**src/epd_pkg.sv**
```systemverilog
// Shared constants and types for the encoder pulse divider.
// Assumes a single 10 MHz clock and an APB register port.
package epd_pkg;

    // ************************************************************
    // Register map
    // ************************************************************
    localparam int EPD_ADDR_W = 8;
    localparam logic [EPD_ADDR_W-1:0] EPD_OFS_SWITCH = 8'h00; // Switch bank image
    localparam logic [EPD_ADDR_W-1:0] EPD_OFS_STATUS = 8'h04; // Divider state

    // ************************************************************
    // Switch bank layout (bit k holds switch k+1)
    // ************************************************************
    localparam int EPD_SW_W = 12;
    localparam int EPD_SW_RESERVED = 0;  // Switch 1, no function
    localparam int EPD_SW_IN_TYPE = 1;   // Switch 2
    localparam int EPD_SW_OUT_TYPE = 2;  // Switch 3
    localparam int EPD_SW_CLEAR_N = 3;   // Switch 4, clear when zero
    localparam int EPD_SW_DIV_LSB = 4;   // Switch 5
    localparam int EPD_SW_DIV_MSB = 11;  // Switch 12
    localparam int EPD_DIV_W = 8;
    localparam int EPD_CNT_W = 9;
    localparam logic [EPD_SW_W-1:0] EPD_SW_RST = 12'hFFF;     // All switches open
    localparam logic [EPD_CNT_W-1:0] EPD_DIV_FULL_M1 = 9'h0FF; // Zero field means 256
    localparam logic [EPD_CNT_W-1:0] EPD_CNT_ONE = 9'h001;

    // ************************************************************
    // Status register layout
    // ************************************************************
    localparam int EPD_ST_A = 0;
    localparam int EPD_ST_B = 1;
    localparam int EPD_ST_Z = 2;
    localparam int EPD_ST_DIR = 3;
    localparam int EPD_ST_CNT_LSB = 8;
    localparam int EPD_ST_CNT_MSB = 16;
    localparam logic [31:0] EPD_RDATA_ZERO = 32'h0000_0000;

    // ************************************************************
    // Channel indices and channel count
    // ************************************************************
    localparam int EPD_CH_A = 0;
    localparam int EPD_CH_B = 1;
    localparam int EPD_CH_Z = 2;
    localparam int EPD_NCH = 2;

    // ************************************************************
    // Types
    // ************************************************************
    typedef enum logic [1:0] {
        EPD_MODE_QUAD = 2'b00,   // Divided A and B
        EPD_MODE_PHASE = 2'b01,  // Divided A, phase order on B
        EPD_MODE_DIRIN0 = 2'b10, // Direction level on B input
        EPD_MODE_DIRIN1 = 2'b11  // Same, output type ignored
    } epd_mode_t;

    typedef struct packed {
        logic a;
        logic b;
        logic z;
    } epd_enc_t;

    typedef struct packed {
        logic [2:0] sync1;
        logic [2:0] sync2;
        logic [2:0] prev;
        logic [EPD_NCH-1:0][EPD_CNT_W-1:0] cnt;
        logic [EPD_NCH-1:0] div;
        logic bOut;
        logic zOut;
        logic dir;
        logic [EPD_SW_W-1:0] sw;
        logic [31:0] rdata;
        logic err;
    } epd_state_t;

    localparam epd_state_t EPD_STATE_RST = '{
        sync1: 3'h0, sync2: 3'h0, prev: 3'h0, cnt: '0, div: 2'h0,
        bOut: 1'b0, zOut: 1'b0, dir: 1'b0, sw: EPD_SW_RST,
        rdata: EPD_RDATA_ZERO, err: 1'b0
    };

endpackage : epd_pkg

```
**src/epd_divider.sv**
```systemverilog
// Encoder pulse divider: divides quadrature A/B, passes index Z.
// Assumes encoder pins are asynchronous and APB runs on clk.
//
// Our own choices: the placing of the registers and register access over APB.
`timescale 1ns/1ns

// Contract
// Switch closed reads as zero, open reads as one.
// Switch one is reserved and ignored by the divider.
// Switches five to twelve form divisor, switch five least significant.
// Any divisor one to 256 divides pulse rate by n.
// Switch two picks input type, switch three output type.
// Both types zero: both outputs carry divided A and B.
// Input zero, output one: A divided, B shows phase order.
// Input type one: source drives square A and direction on B.
// Direction mode: B low means A leads, A output divided.
// Direction mode: B output follows B input, undivided.
// Index output follows index input in every mode.
// Switch four clears the internal pulse counters.
// Operator clears the counter after changing divisor or types.
// Operator returns clear switch to one to resume counting.
// Clear active at zero; counters held while zero.
// All-zero divisor field means division by 256.
module epd_divider
    import epd_pkg::*;
(
    input wire logic clk,                     // 10 MHz clock
    input wire logic rstn,                    // Synchronous reset, low
    input wire logic psel,                    // APB select
    input wire logic penable,                 // APB access phase
    input wire logic pwrite,                  // APB write
    input wire logic [EPD_ADDR_W-1:0] paddr,  // APB byte address
    input wire logic [31:0] pwdata,           // APB write data
    input wire logic [3:0] pstrb,             // APB byte strobes
    output logic [31:0] prdata,               // APB read data
    output logic pready,                      // APB ready
    output logic pslverr,                     // APB error, unmapped
    input wire epd_enc_t encIn,               // Encoder pins A, B, Z
    output epd_enc_t encOut                   // Divided pins A, B, passed index Z
);

    // ************************************************************
    // State
    // ************************************************************
    epd_state_t state_ff;
    epd_state_t nxt_state;
    epd_mode_t mode;
    logic clearN;
    logic [EPD_DIV_W-1:0] divField;
    logic [EPD_CNT_W-1:0] termCnt;
    logic [EPD_NCH-1:0] edgeSeen;
    logic setupPh;
    logic accessWr;
    logic addrOk;

    // Decoded switch fields; switch one never read
    assign mode = epd_mode_t'({state_ff.sw[EPD_SW_IN_TYPE],
                              state_ff.sw[EPD_SW_OUT_TYPE]});
    assign clearN = state_ff.sw[EPD_SW_CLEAR_N];
    assign divField = state_ff.sw[EPD_SW_DIV_MSB:EPD_SW_DIV_LSB];

    // Terminal count n-1, zero field stands for 256
    always_comb begin
        if (divField == '0) begin
            termCnt = EPD_DIV_FULL_M1;
        end else begin
            termCnt = {1'b0, divField} - EPD_CNT_ONE;
        end
    end

    // Bus phase decode
    assign setupPh = psel && !penable;
    assign accessWr = psel && penable && pwrite && !state_ff.err;
    assign addrOk = (paddr == EPD_OFS_SWITCH) || (paddr == EPD_OFS_STATUS);

    // ************************************************************
    // Next-state logic
    // ************************************************************
    always_comb begin
        nxt_state = state_ff;
        edgeSeen = '0;

        // Two-flop synchronisers, then edge history
        nxt_state.sync1 = {encIn.a, encIn.b, encIn.z};
        nxt_state.sync2 = state_ff.sync1;
        nxt_state.prev = state_ff.sync2;

        // Per-channel edge counters, toggle every n edges
        for (int ch = 0; ch < EPD_NCH; ch++) begin
            edgeSeen[ch] = state_ff.sync2[2-ch] ^ state_ff.prev[2-ch];
            if (!clearN) begin
                nxt_state.cnt[ch] = '0;
                nxt_state.div[ch] = 1'b0;
            end else if (edgeSeen[ch]) begin
                if (state_ff.cnt[ch] >= termCnt) begin
                    nxt_state.cnt[ch] = '0;
                    nxt_state.div[ch] = !state_ff.div[ch];
                end else begin
                    nxt_state.cnt[ch] = state_ff.cnt[ch] + EPD_CNT_ONE;
                end
            end
        end

        // Phase order: B level at rising A; low means A leads
        if (!clearN) begin
            nxt_state.dir = 1'b0;
        end else if (mode == EPD_MODE_PHASE) begin
            if (state_ff.sync2[2] && !state_ff.prev[2]) begin
                nxt_state.dir = state_ff.sync2[1];
            end
        end else begin
            nxt_state.dir = state_ff.sync2[1];
        end

        // B output by mode
        unique case (mode)
            EPD_MODE_QUAD: nxt_state.bOut = nxt_state.div[EPD_CH_B];
            EPD_MODE_PHASE: nxt_state.bOut = nxt_state.dir;
            EPD_MODE_DIRIN0: nxt_state.bOut = state_ff.sync2[1];
            EPD_MODE_DIRIN1: nxt_state.bOut = state_ff.sync2[1];
        endcase

        // Index passes straight through
        nxt_state.zOut = state_ff.sync2[0];

        // APB setup: capture read data and error
        if (setupPh) begin
            nxt_state.err = !addrOk;
            nxt_state.rdata = EPD_RDATA_ZERO;
            if (paddr == EPD_OFS_SWITCH) begin
                nxt_state.rdata[EPD_SW_W-1:0] = state_ff.sw;
            end else if (paddr == EPD_OFS_STATUS) begin
                nxt_state.rdata[EPD_ST_A] = state_ff.div[EPD_CH_A];
                nxt_state.rdata[EPD_ST_B] = state_ff.bOut;
                nxt_state.rdata[EPD_ST_Z] = state_ff.zOut;
                nxt_state.rdata[EPD_ST_DIR] = state_ff.dir;
                nxt_state.rdata[EPD_ST_CNT_MSB:EPD_ST_CNT_LSB] = state_ff.cnt[EPD_CH_A];
            end
        end

        // APB access: switch image write, closed switch is zero
        if (accessWr && (paddr == EPD_OFS_SWITCH)) begin
            if (pstrb[0]) begin
                nxt_state.sw[7:0] = pwdata[7:0];
            end
            if (pstrb[1]) begin
                nxt_state.sw[EPD_SW_W-1:8] = pwdata[EPD_SW_W-1:8];
            end
        end
    end

    // ************************************************************
    // State register
    // ************************************************************
    always_ff @(posedge clk) begin
        if (!rstn) begin
            state_ff <= EPD_STATE_RST;
        end else begin
            state_ff <= nxt_state;
        end
    end

    // Outputs
    assign encOut.a = state_ff.div[EPD_CH_A];
    assign encOut.b = state_ff.bOut;
    assign encOut.z = state_ff.zOut;
    assign prdata = state_ff.rdata;
    assign pready = 1'b1;
    assign pslverr = psel && penable && state_ff.err;

    // ************************************************************
    // Assertions
    // ************************************************************
    logic zOutPast;
    assign zOutPast = encOut.z;

    property p_index_pass;
        @(posedge clk) disable iff (!rstn)
        $past(rstn, 3) |-> (zOutPast == $past(encIn.z, 3));
    endproperty
    a_index_pass: assert property (p_index_pass)
        else $error("Index output does not follow index input");

    property p_clear_holds;
        @(posedge clk) disable iff (!rstn)
        !clearN |=> (state_ff.cnt == '0) && !encOut.a;
    endproperty
    a_clear_holds: assert property (p_clear_holds)
        else $error("Counter not held cleared while clear is low");

    property p_clear_level;
        @(posedge clk) disable iff (!rstn)
        (!clearN)[*2] |-> (state_ff.div == '0) && (state_ff.cnt[EPD_CH_B] == '0);
    endproperty
    a_clear_level: assert property (p_clear_level)
        else $error("Divider moved while clear stayed low");

    property p_terminal_toggle;
        @(posedge clk) disable iff (!rstn)
        (clearN && edgeSeen[EPD_CH_A] && state_ff.cnt[EPD_CH_A] == termCnt)
            |=> (encOut.a != $past(encOut.a)) && (state_ff.cnt[EPD_CH_A] == '0);
    endproperty
    a_terminal_toggle: assert property (p_terminal_toggle)
        else $error("A output did not toggle at terminal count");

    property p_no_early_toggle;
        @(posedge clk) disable iff (!rstn)
        (clearN && state_ff.cnt[EPD_CH_A] < termCnt) |=> $stable(encOut.a) || !$past(clearN);
    endproperty
    a_no_early_toggle: assert property (p_no_early_toggle)
        else $error("A output toggled before terminal count");

    property p_full_divisor;
        @(posedge clk) disable iff (!rstn)
        (divField == '0) |-> (termCnt == EPD_DIV_FULL_M1);
    endproperty
    a_full_divisor: assert property (p_full_divisor)
        else $error("Zero divisor field not taken as 256");

    property p_dirin_follow;
        @(posedge clk) disable iff (!rstn)
        (state_ff.sw[EPD_SW_IN_TYPE] && $past(state_ff.sw[EPD_SW_IN_TYPE], 3))
            |-> (encOut.b == $past(encIn.b, 3));
    endproperty
    a_dirin_follow: assert property (p_dirin_follow)
        else $error("B output does not follow direction input");

    property p_phase_order;
        @(posedge clk) disable iff (!rstn)
        (clearN && mode == EPD_MODE_PHASE && state_ff.sync2[2] && !state_ff.prev[2])
            ##1 (mode == EPD_MODE_PHASE) |-> (encOut.b == $past(state_ff.sync2[1]));
    endproperty
    a_phase_order: assert property (p_phase_order)
        else $error("B output does not show phase order");

    property p_quad_b;
        @(posedge clk) disable iff (!rstn)
        (mode == EPD_MODE_QUAD) |=> (encOut.b == state_ff.div[EPD_CH_B]);
    endproperty
    a_quad_b: assert property (p_quad_b)
        else $error("B output is not divided B in quadrature mode");

    property p_unmapped_err;
        @(posedge clk) disable iff (!rstn)
        (psel && !penable && !addrOk) ##1 (psel && penable) |-> pslverr;
    endproperty
    a_unmapped_err: assert property (p_unmapped_err) // APB access, our own choice
        else $error("Unmapped address gave no error");

    // ************************************************************
    // Datapath and bus assertions
    // ************************************************************
    property p_count_step;
        @(posedge clk) disable iff (!rstn)
        (clearN && edgeSeen[EPD_CH_A] && state_ff.cnt[EPD_CH_A] < termCnt)
            |=> (state_ff.cnt[EPD_CH_A] == $past(state_ff.cnt[EPD_CH_A]) + EPD_CNT_ONE);
    endproperty
    a_count_step: assert property (p_count_step)
        else $error("A counter did not step on an input edge");

    property p_count_hold;
        @(posedge clk) disable iff (!rstn)
        (clearN && !edgeSeen[EPD_CH_A])
            |=> $stable(state_ff.cnt[EPD_CH_A]) && $stable(encOut.a);
    endproperty
    a_count_hold: assert property (p_count_hold)
        else $error("A counter moved without an input edge");

    property p_b_toggle;
        @(posedge clk) disable iff (!rstn)
        (clearN && edgeSeen[EPD_CH_B] && state_ff.cnt[EPD_CH_B] >= termCnt)
            |=> (state_ff.div[EPD_CH_B] != $past(state_ff.div[EPD_CH_B]))
                && (state_ff.cnt[EPD_CH_B] == '0);
    endproperty
    a_b_toggle: assert property (p_b_toggle)
        else $error("Divided B did not toggle at terminal count");

    property p_full_no_early;
        @(posedge clk) disable iff (!rstn)
        (clearN && divField == '0 && edgeSeen[EPD_CH_A]
            && state_ff.cnt[EPD_CH_A] == EPD_DIV_FULL_M1 - EPD_CNT_ONE)
            |=> $stable(encOut.a) && (state_ff.cnt[EPD_CH_A] == EPD_DIV_FULL_M1);
    endproperty
    a_full_no_early: assert property (p_full_no_early)
        else $error("Zero divisor field toggled before edge 256");

    property p_phase_hold;
        @(posedge clk) disable iff (!rstn)
        (clearN && mode == EPD_MODE_PHASE && !(state_ff.sync2[2] && !state_ff.prev[2]))
            |=> $stable(state_ff.dir);
    endproperty
    a_phase_hold: assert property (p_phase_hold)
        else $error("Phase order changed without a rising A");

    property p_phase_drive;
        @(posedge clk) disable iff (!rstn)
        (mode == EPD_MODE_PHASE) |=> (encOut.b == state_ff.dir);
    endproperty
    a_phase_drive: assert property (p_phase_drive)
        else $error("B output is not phase order in phase mode");

    property p_phase_clear;
        @(posedge clk) disable iff (!rstn)
        (!clearN && mode == EPD_MODE_PHASE)[*2] |-> !encOut.b && !state_ff.dir;
    endproperty
    a_phase_clear: assert property (p_phase_clear)
        else $error("Phase order not held cleared");

    property p_dirin_dir;
        @(posedge clk) disable iff (!rstn)
        (clearN && state_ff.sw[EPD_SW_IN_TYPE]) |=> (state_ff.dir == $past(state_ff.sync2[1]));
    endproperty
    a_dirin_dir: assert property (p_dirin_dir)
        else $error("Direction does not track B input");

    property p_dirin_clear;
        @(posedge clk) disable iff (!rstn)
        (!clearN && state_ff.sw[EPD_SW_IN_TYPE]) |=> (encOut.b == $past(state_ff.sync2[1]));
    endproperty
    a_dirin_clear: assert property (p_dirin_clear)
        else $error("B output stopped following input during clear");

    property p_index_clear;
        @(posedge clk) disable iff (!rstn)
        !clearN |=> (encOut.z == $past(state_ff.sync2[0]));
    endproperty
    a_index_clear: assert property (p_index_clear)
        else $error("Index output held by clear");

    property p_rdata_switch;
        @(posedge clk) disable iff (!rstn)
        (psel && !penable && paddr == EPD_OFS_SWITCH)
            |=> (prdata[EPD_SW_W-1:0] == $past(state_ff.sw)) && (prdata[31:EPD_SW_W] == '0);
    endproperty
    a_rdata_switch: assert property (p_rdata_switch)
        else $error("Switch read data does not match switch levels");

    property p_sw_write_low;
        @(posedge clk) disable iff (!rstn)
        (accessWr && paddr == EPD_OFS_SWITCH && pstrb[0])
            |=> (state_ff.sw[7:0] == $past(pwdata[7:0]));
    endproperty
    a_sw_write_low: assert property (p_sw_write_low)
        else $error("Low switch byte not written");

endmodule : epd_divider

```
**config.mk**
```make
export PLATFORM = sky130hd
export DESIGN_NAME = epd_divider
export DESIGN_NICKNAME = d
export VERILOG_FILES = /design/src/epd_pkg.sv /design/src/epd_divider.sv
export SDC_FILE = /design/constraint.sdc
export NUM_CORES = 1
export LEC_CHECK = 0
export BUFFER_PORTS_ARGS = -buffer_cell sky130_fd_sc_hd__buf_2
export CAP_MARGIN = 25
export CORE_MARGIN = 2
export CORE_UTILIZATION = 45
export DETAILED_ROUTE_END_ITERATION = 8
export PLACE_DENSITY_LB_ADDON = 0.2
export SYNTH_ARGS = -nofsm -noshare
export SYNTH_HDL_FRONTEND = slang
export SYNTH_SLANG_ARGS = --single-unit
export TNS_END_PERCENT = 5
```
**constraint.sdc**
```tcl
create_clock -name clk -period 6.4 [get_ports clk]
set_input_delay 0.32 -clock clk [delete_from_list [all_inputs] [get_ports clk]]
set_output_delay 0.32 -clock clk [all_outputs]
set_load 0.01 [all_outputs]
```
After elaboration in Yosys (flattened, before gate mapping)
Index checks and enable logic that the tools add are counted.
W data, S select, Z words.
{"block": "totals", "output_inout_bits": 37, "regBits": 62, "in_bits": 52}
{"block": "classes", "eq_ne": 4, "reduce_logical": 22, "n_bitwise": 2, "magnitude_cmp": 2, "muxes": 16, "addsub": 3}
{"operator": "$mux W9", "n": 4}
{"operator": "$add A9 B1 Y9 const B", "n": 2}
{"operator": "$ge A9 B9 Y1", "n": 2}
{"operator": "$logic_not A8 Y1", "n": 2}
{"operator": "$mux W4", "n": 4}
{"operator": "$sub A8 B1 Y9 const B", "n": 1}
{"operator": "$eq A8 B3 Y1 const B", "n": 1}
{"operator": "$reduce_and A2 Y1", "n": 4}
{"operator": "$logic_and A1 B1 Y1", "n": 7}
{"operator": "$logic_not A1 Y1", "n": 6}
{"operator": "$mux W1", "n": 6}
{"operator": "$mux W5", "n": 1}
{"operator": "$eq A2 B2 Y1 const B", "n": 2}
{"operator": "$pmux W1 S3", "n": 1}
{"operator": "$eq A2 B1 Y1 const B", "n": 1}
{"operator": "$logic_not A2 Y1", "n": 1}
{"operator": "$reduce_or A2 Y1", "n": 1}
{"operator": "$xor A1 B1 Y1", "n": 2}
{"operator": "$logic_or A1 B1 Y1", "n": 1}

Longest topological paths before layout
{"block": "depth", "depth_word": 7, "ltp_mapped": 14}

Worst setup path before layout
No wires, ideal clock.
{"block": "synth_timing", "kind": "reg2reg", "startpoint": "register state_ff (netlist bit divField[0])", "endpoint": "register state_ff[60] (netlist bit)", "t_required_ns": 6.343, "n_path_buf": 0, "synth_period_minus_slack_ns": 3.060, "slack_ns": 3.340, "stages_incl_launch_ff": 15, "t_arrival_ns": 3.003, "path_cell_list": "dfxtp_1 -> inv_1 -> ha_1 -> nor2b_1 -> and3_1 -> nand2b_1 -> ha_1 -> nand2b_1 -> a31oi_1 -> o21bai_1 -> a2111oi_2 -> nor2_2 -> maj3_2 -> a211oi_1 -> a21o_1"}
{"block": "synth_between", "elab_chain_len": 4, "word_cells_on_any_way": 5, "cone_classes": "1 x add/sub; 1 x order compare; 2 x mux; 1 x reduce/logical"}
{"item": "from (decl)", "line": "epd_divider.sv:45", "text": "epd_state_t state_ff;"}
{"item": "from (signal assigned)", "line": "epd_divider.sv:159", "text": "state_ff <= nxt_state;"}
{"item": "$sub A8 B1 Y9 or $logic_not A8 Y1 (tied branches)", "line": "epd_divider.sv:67, epd_divider.sv:64"}
{"item": "$mux W9 *", "line": "epd_divider.sv:64", "text": "if (divField == '0) begin"}
{"item": "$ge A9 B9 Y1 *", "line": "epd_divider.sv:95", "text": "if (state_ff.cnt[ch] >= termCnt) begin"}
{"item": "$mux W9 *", "line": "epd_divider.sv:95"}
Every way passes the cells marked *; elsewhere a longest branch is shown, timed or not.
A chain may end at the register's enable or synchronous reset.

Worst setup path after layout
{"block": "layout_timing", "startpoint": "register state_ff (netlist bit divField[0])", "endpoint": "register state_ff[61] (netlist bit)"}
The elaborated chain is that of the path after synthesis.

==> impl_metrics.ini <==
[yosys]
synth.avg_cell_area_um2 = 9.05
async_flop_share = 0
synth.distinct_cells = 53
synth_top_area_frac = 0.375
synth_top_flop_cell = dfxtp_1
synth-edff-count = 0
synthCells = 360
synth-seq-cells = 61
yosysSeqAreaShare = 0.375
synth_area_um2 = 3260
ys_warn_count = 0
synth_area_leaders = dfxtp_1 37%, buf_4 8.3%, ha_1 7.3%
synth_area_leader_cell = dfxtp_1

[cells_and_area]
final_cells = 492
area_growth_pct = 8.91
diodes = 0
mostFrequentLayoutCells = 61 x dfxtp_1, 50 x buf_2, 35 x nand2_1
layout_commonest_cell = dfxtp_1
nNetsFinal = 459
nFillCells = 732
final_util = 0.497
final_area_um2 = 3550
drive_gt1_frac = 0.206

[critical_path]
worstReg2RegEnd = state_ff[61]$_SDFFE_PN0N_
crit_arrival_ns = 3.83
rrSetupSlack_ns = 2.85
crit_path_max_fanout = 8
crit_type = reg2reg
reg2reg_from = divField[0]$_SDFFE_PN1P_
start_kind = register
reg2regPathDepth = 14
cp-end-kind = register
crit_required_ns = 6.68

[clock_network]
cts_buffer_depth = 2
post_cts_buffers = 0
cts_root_buf = clkbuf_8
numClockSinks = 61
clk_latency_ns = 0.35
cts_tree = yes
cts-resized-gates = 0
cts_buffers = 9
cts_hold_buf = 0
clk_pin_slew_ns = 0.07
cts_max_level = 3

[place]
place_inst = 476
hpwlAfterDp_um = 4740
place_area_um2 = 3370
routabilityCongestion = 0.824
io_buffers = 50

[power_and_ir_drop]
powerDensity_nw_per_um2 = 206
seqPwrFrac = 0.533
finalPower_uw = 732
irDropWorstVdd_mv = 0.136
clkPwrFrac = 0.413
leakage_uw = 0.00169
net-switching-power_uw = 190
sw_frac_of_total = 0.260
combPwrFrac = 0.054
p_int_uw = 542

[sta]
drv_slew = 0
fin_crit_sh = 0.554
min_period_ns = 3.55
hold_viol = 0
setup_viol = 0
rsz0062_at_grt = false
max_slew_margin = 0.537
fmax_ghz = 0.282
worst_slew_pin_slew_ns = 0.692
clock_skew_ns = 0.00674
setup_tns_ns = 0

[route]
postRouteAntennaNets = 0
detail_route.wl_per_cell_um = 12.8
viasPerCell = 4.91
vias = 2417
wirelength_um = 6290
dr.pass1.iters = 4
route.detailed.drc = 0
drt_iter0_drc = 90

[min_path]
hold_start = encIn[0]
hold_end = nxt_state[71]$_SDFF_PN0_
hold_depth = 2
worstHoldPathType = in2reg

[floorplan]
fp.dieH_um = 89.1
dieWidth_um = 89.1
rows = 31
io_pins = 89
coreArea_um2 = 7140
start_util = 0.457
die_area_um2 = 7940

[global_routing]
grt_max_degree = 39
grt_pass1_wl_um = 9980
grt_use_total = 0.165
overflow = 0
grt_pass1_vias = 2112
antenna_found_initial = 0

[job]
drv_cap = 0

[status]
status = completed
-- final cells by class --
type	instances	area (um2)	share of cell area
flip-flops and latches	61	1220	0.344
well taps	99	124	0.0349
inverters	10	37.5	0.0106
clock buffers	9	124	0.0349
clock inverters	7	52.6	0.0148
repair buffers	50	250	0.0705
multi-input cells	256	1740	0.490
-- critical path, stage by stage (launching register included) --
cell and delay [ns]:
dfxtp_1 0.45, inv_1 0.10, ha_1 0.23, nor2b_1 0.16, and3_1 0.24, nor2_1 0.20
ha_1 0.28, a21o_1 0.15, a31oi_1 0.21, o21bai_1 0.10, a2111oi_2 0.49, nor2_2 0.11
a211oi_2 0.34, nand2_1 0.26, nor2_1 0.15
-- Yosys cell counts (8+ instances only) --
library cell  count
mux2i_1          13
xor2_1           17
clkbuf_1         10
nor2_1           28
and3_1            8
inv_1            10
buf_4            36
ha_1             19
nor2b_1          19
nand3_1          11
dfxtp_1          61
a222oi_1          8
and2_1           11
a21oi_1          10
nand2_1          35
-- stage by stage --
stage | setup slack (ns) | hold slack [ns]
floorplan | 3.34 | 0.412
global placement | 2.93 | 0.416
detailed placement | 2.84 | 0.423
CTS | 2.81 | 0.161
global route | 2.52 | 0.167
finish | 2.85 | 0.180
-- worst max path at each step --
stage	startpoint	cells after the start	slack, ns	end
2_1_floorplan	divField[0]$_SDFFE_PN1P_	14	3.34	state_ff[60]$_SDFFE_PN0N_
3_3_place_gp	divField[0]$_SDFFE_PN1P_	14	2.93	state_ff[62]$_SDFFE_PN0N_
3_5_place_dp	divField[0]$_SDFFE_PN1P_	14	2.84	state_ff[59]$_SDFFE_PN0N_
4_1_cts	divField[0]$_SDFFE_PN1P_	14	2.81	state_ff[59]$_SDFFE_PN0N_
5_1_grt	divField[0]$_SDFFE_PN1P_	14	2.52	state_ff[67]$_SDFFE_PN0N_
6_report	divField[0]$_SDFFE_PN1P_	14	2.85	state_ff[61]$_SDFFE_PN0N_
-- power groups by stage --
stage	sequential, uW	clock [uW]	combinational (uW)
4_1_cts	390	315	40.0
3_5_place_dp	399	0	39.9
5_1_grt	391	329	45.5
3_3_place_gp	399	0	39.3
6_report	390	302	39.6
2_1_floorplan	398	0	34.7
-- sequential cells by signal, summed over array words and instances, names as in the netlist --
| register | flops |
|---|---|
| nxt_state | 6 |
| clearN | 1 |
| mode | 2 |
| prdata | 17 |
| divField | 8 |
| state_ff | 25 |
| encOut | 2 |
-- logic make-up (layout without fill, tap and decap cells) --
kind of cell,Yosys count,after routing,share of synthesized area
compound gates,48,48,0.114
xor+xnor,22,22,0.0591
fa+ha+maj,21,21,0.0795
buf+inv,57,76,0.108
flops,61,61,0.375
mux,14,14,0.0468
other cells,2,16,0.00231
simple gates,135,135,0.216
-- metal layers --
| layer | routed length (um) | global-route usage | vias up |
|---|---|---|---|
| li1 | - | - | 1248 |
| met1 | 3050 | 0.224 | 1119 |
| met2 | 2950 | 0.248 | 46 |
| met3 | 257 | 0.0425 | 4 |
| met4 | 40 | 0.0733 | 0 |
| met5 | 0 | 0 | - |
Note: power is estimated with default switching activity, not from simulation.
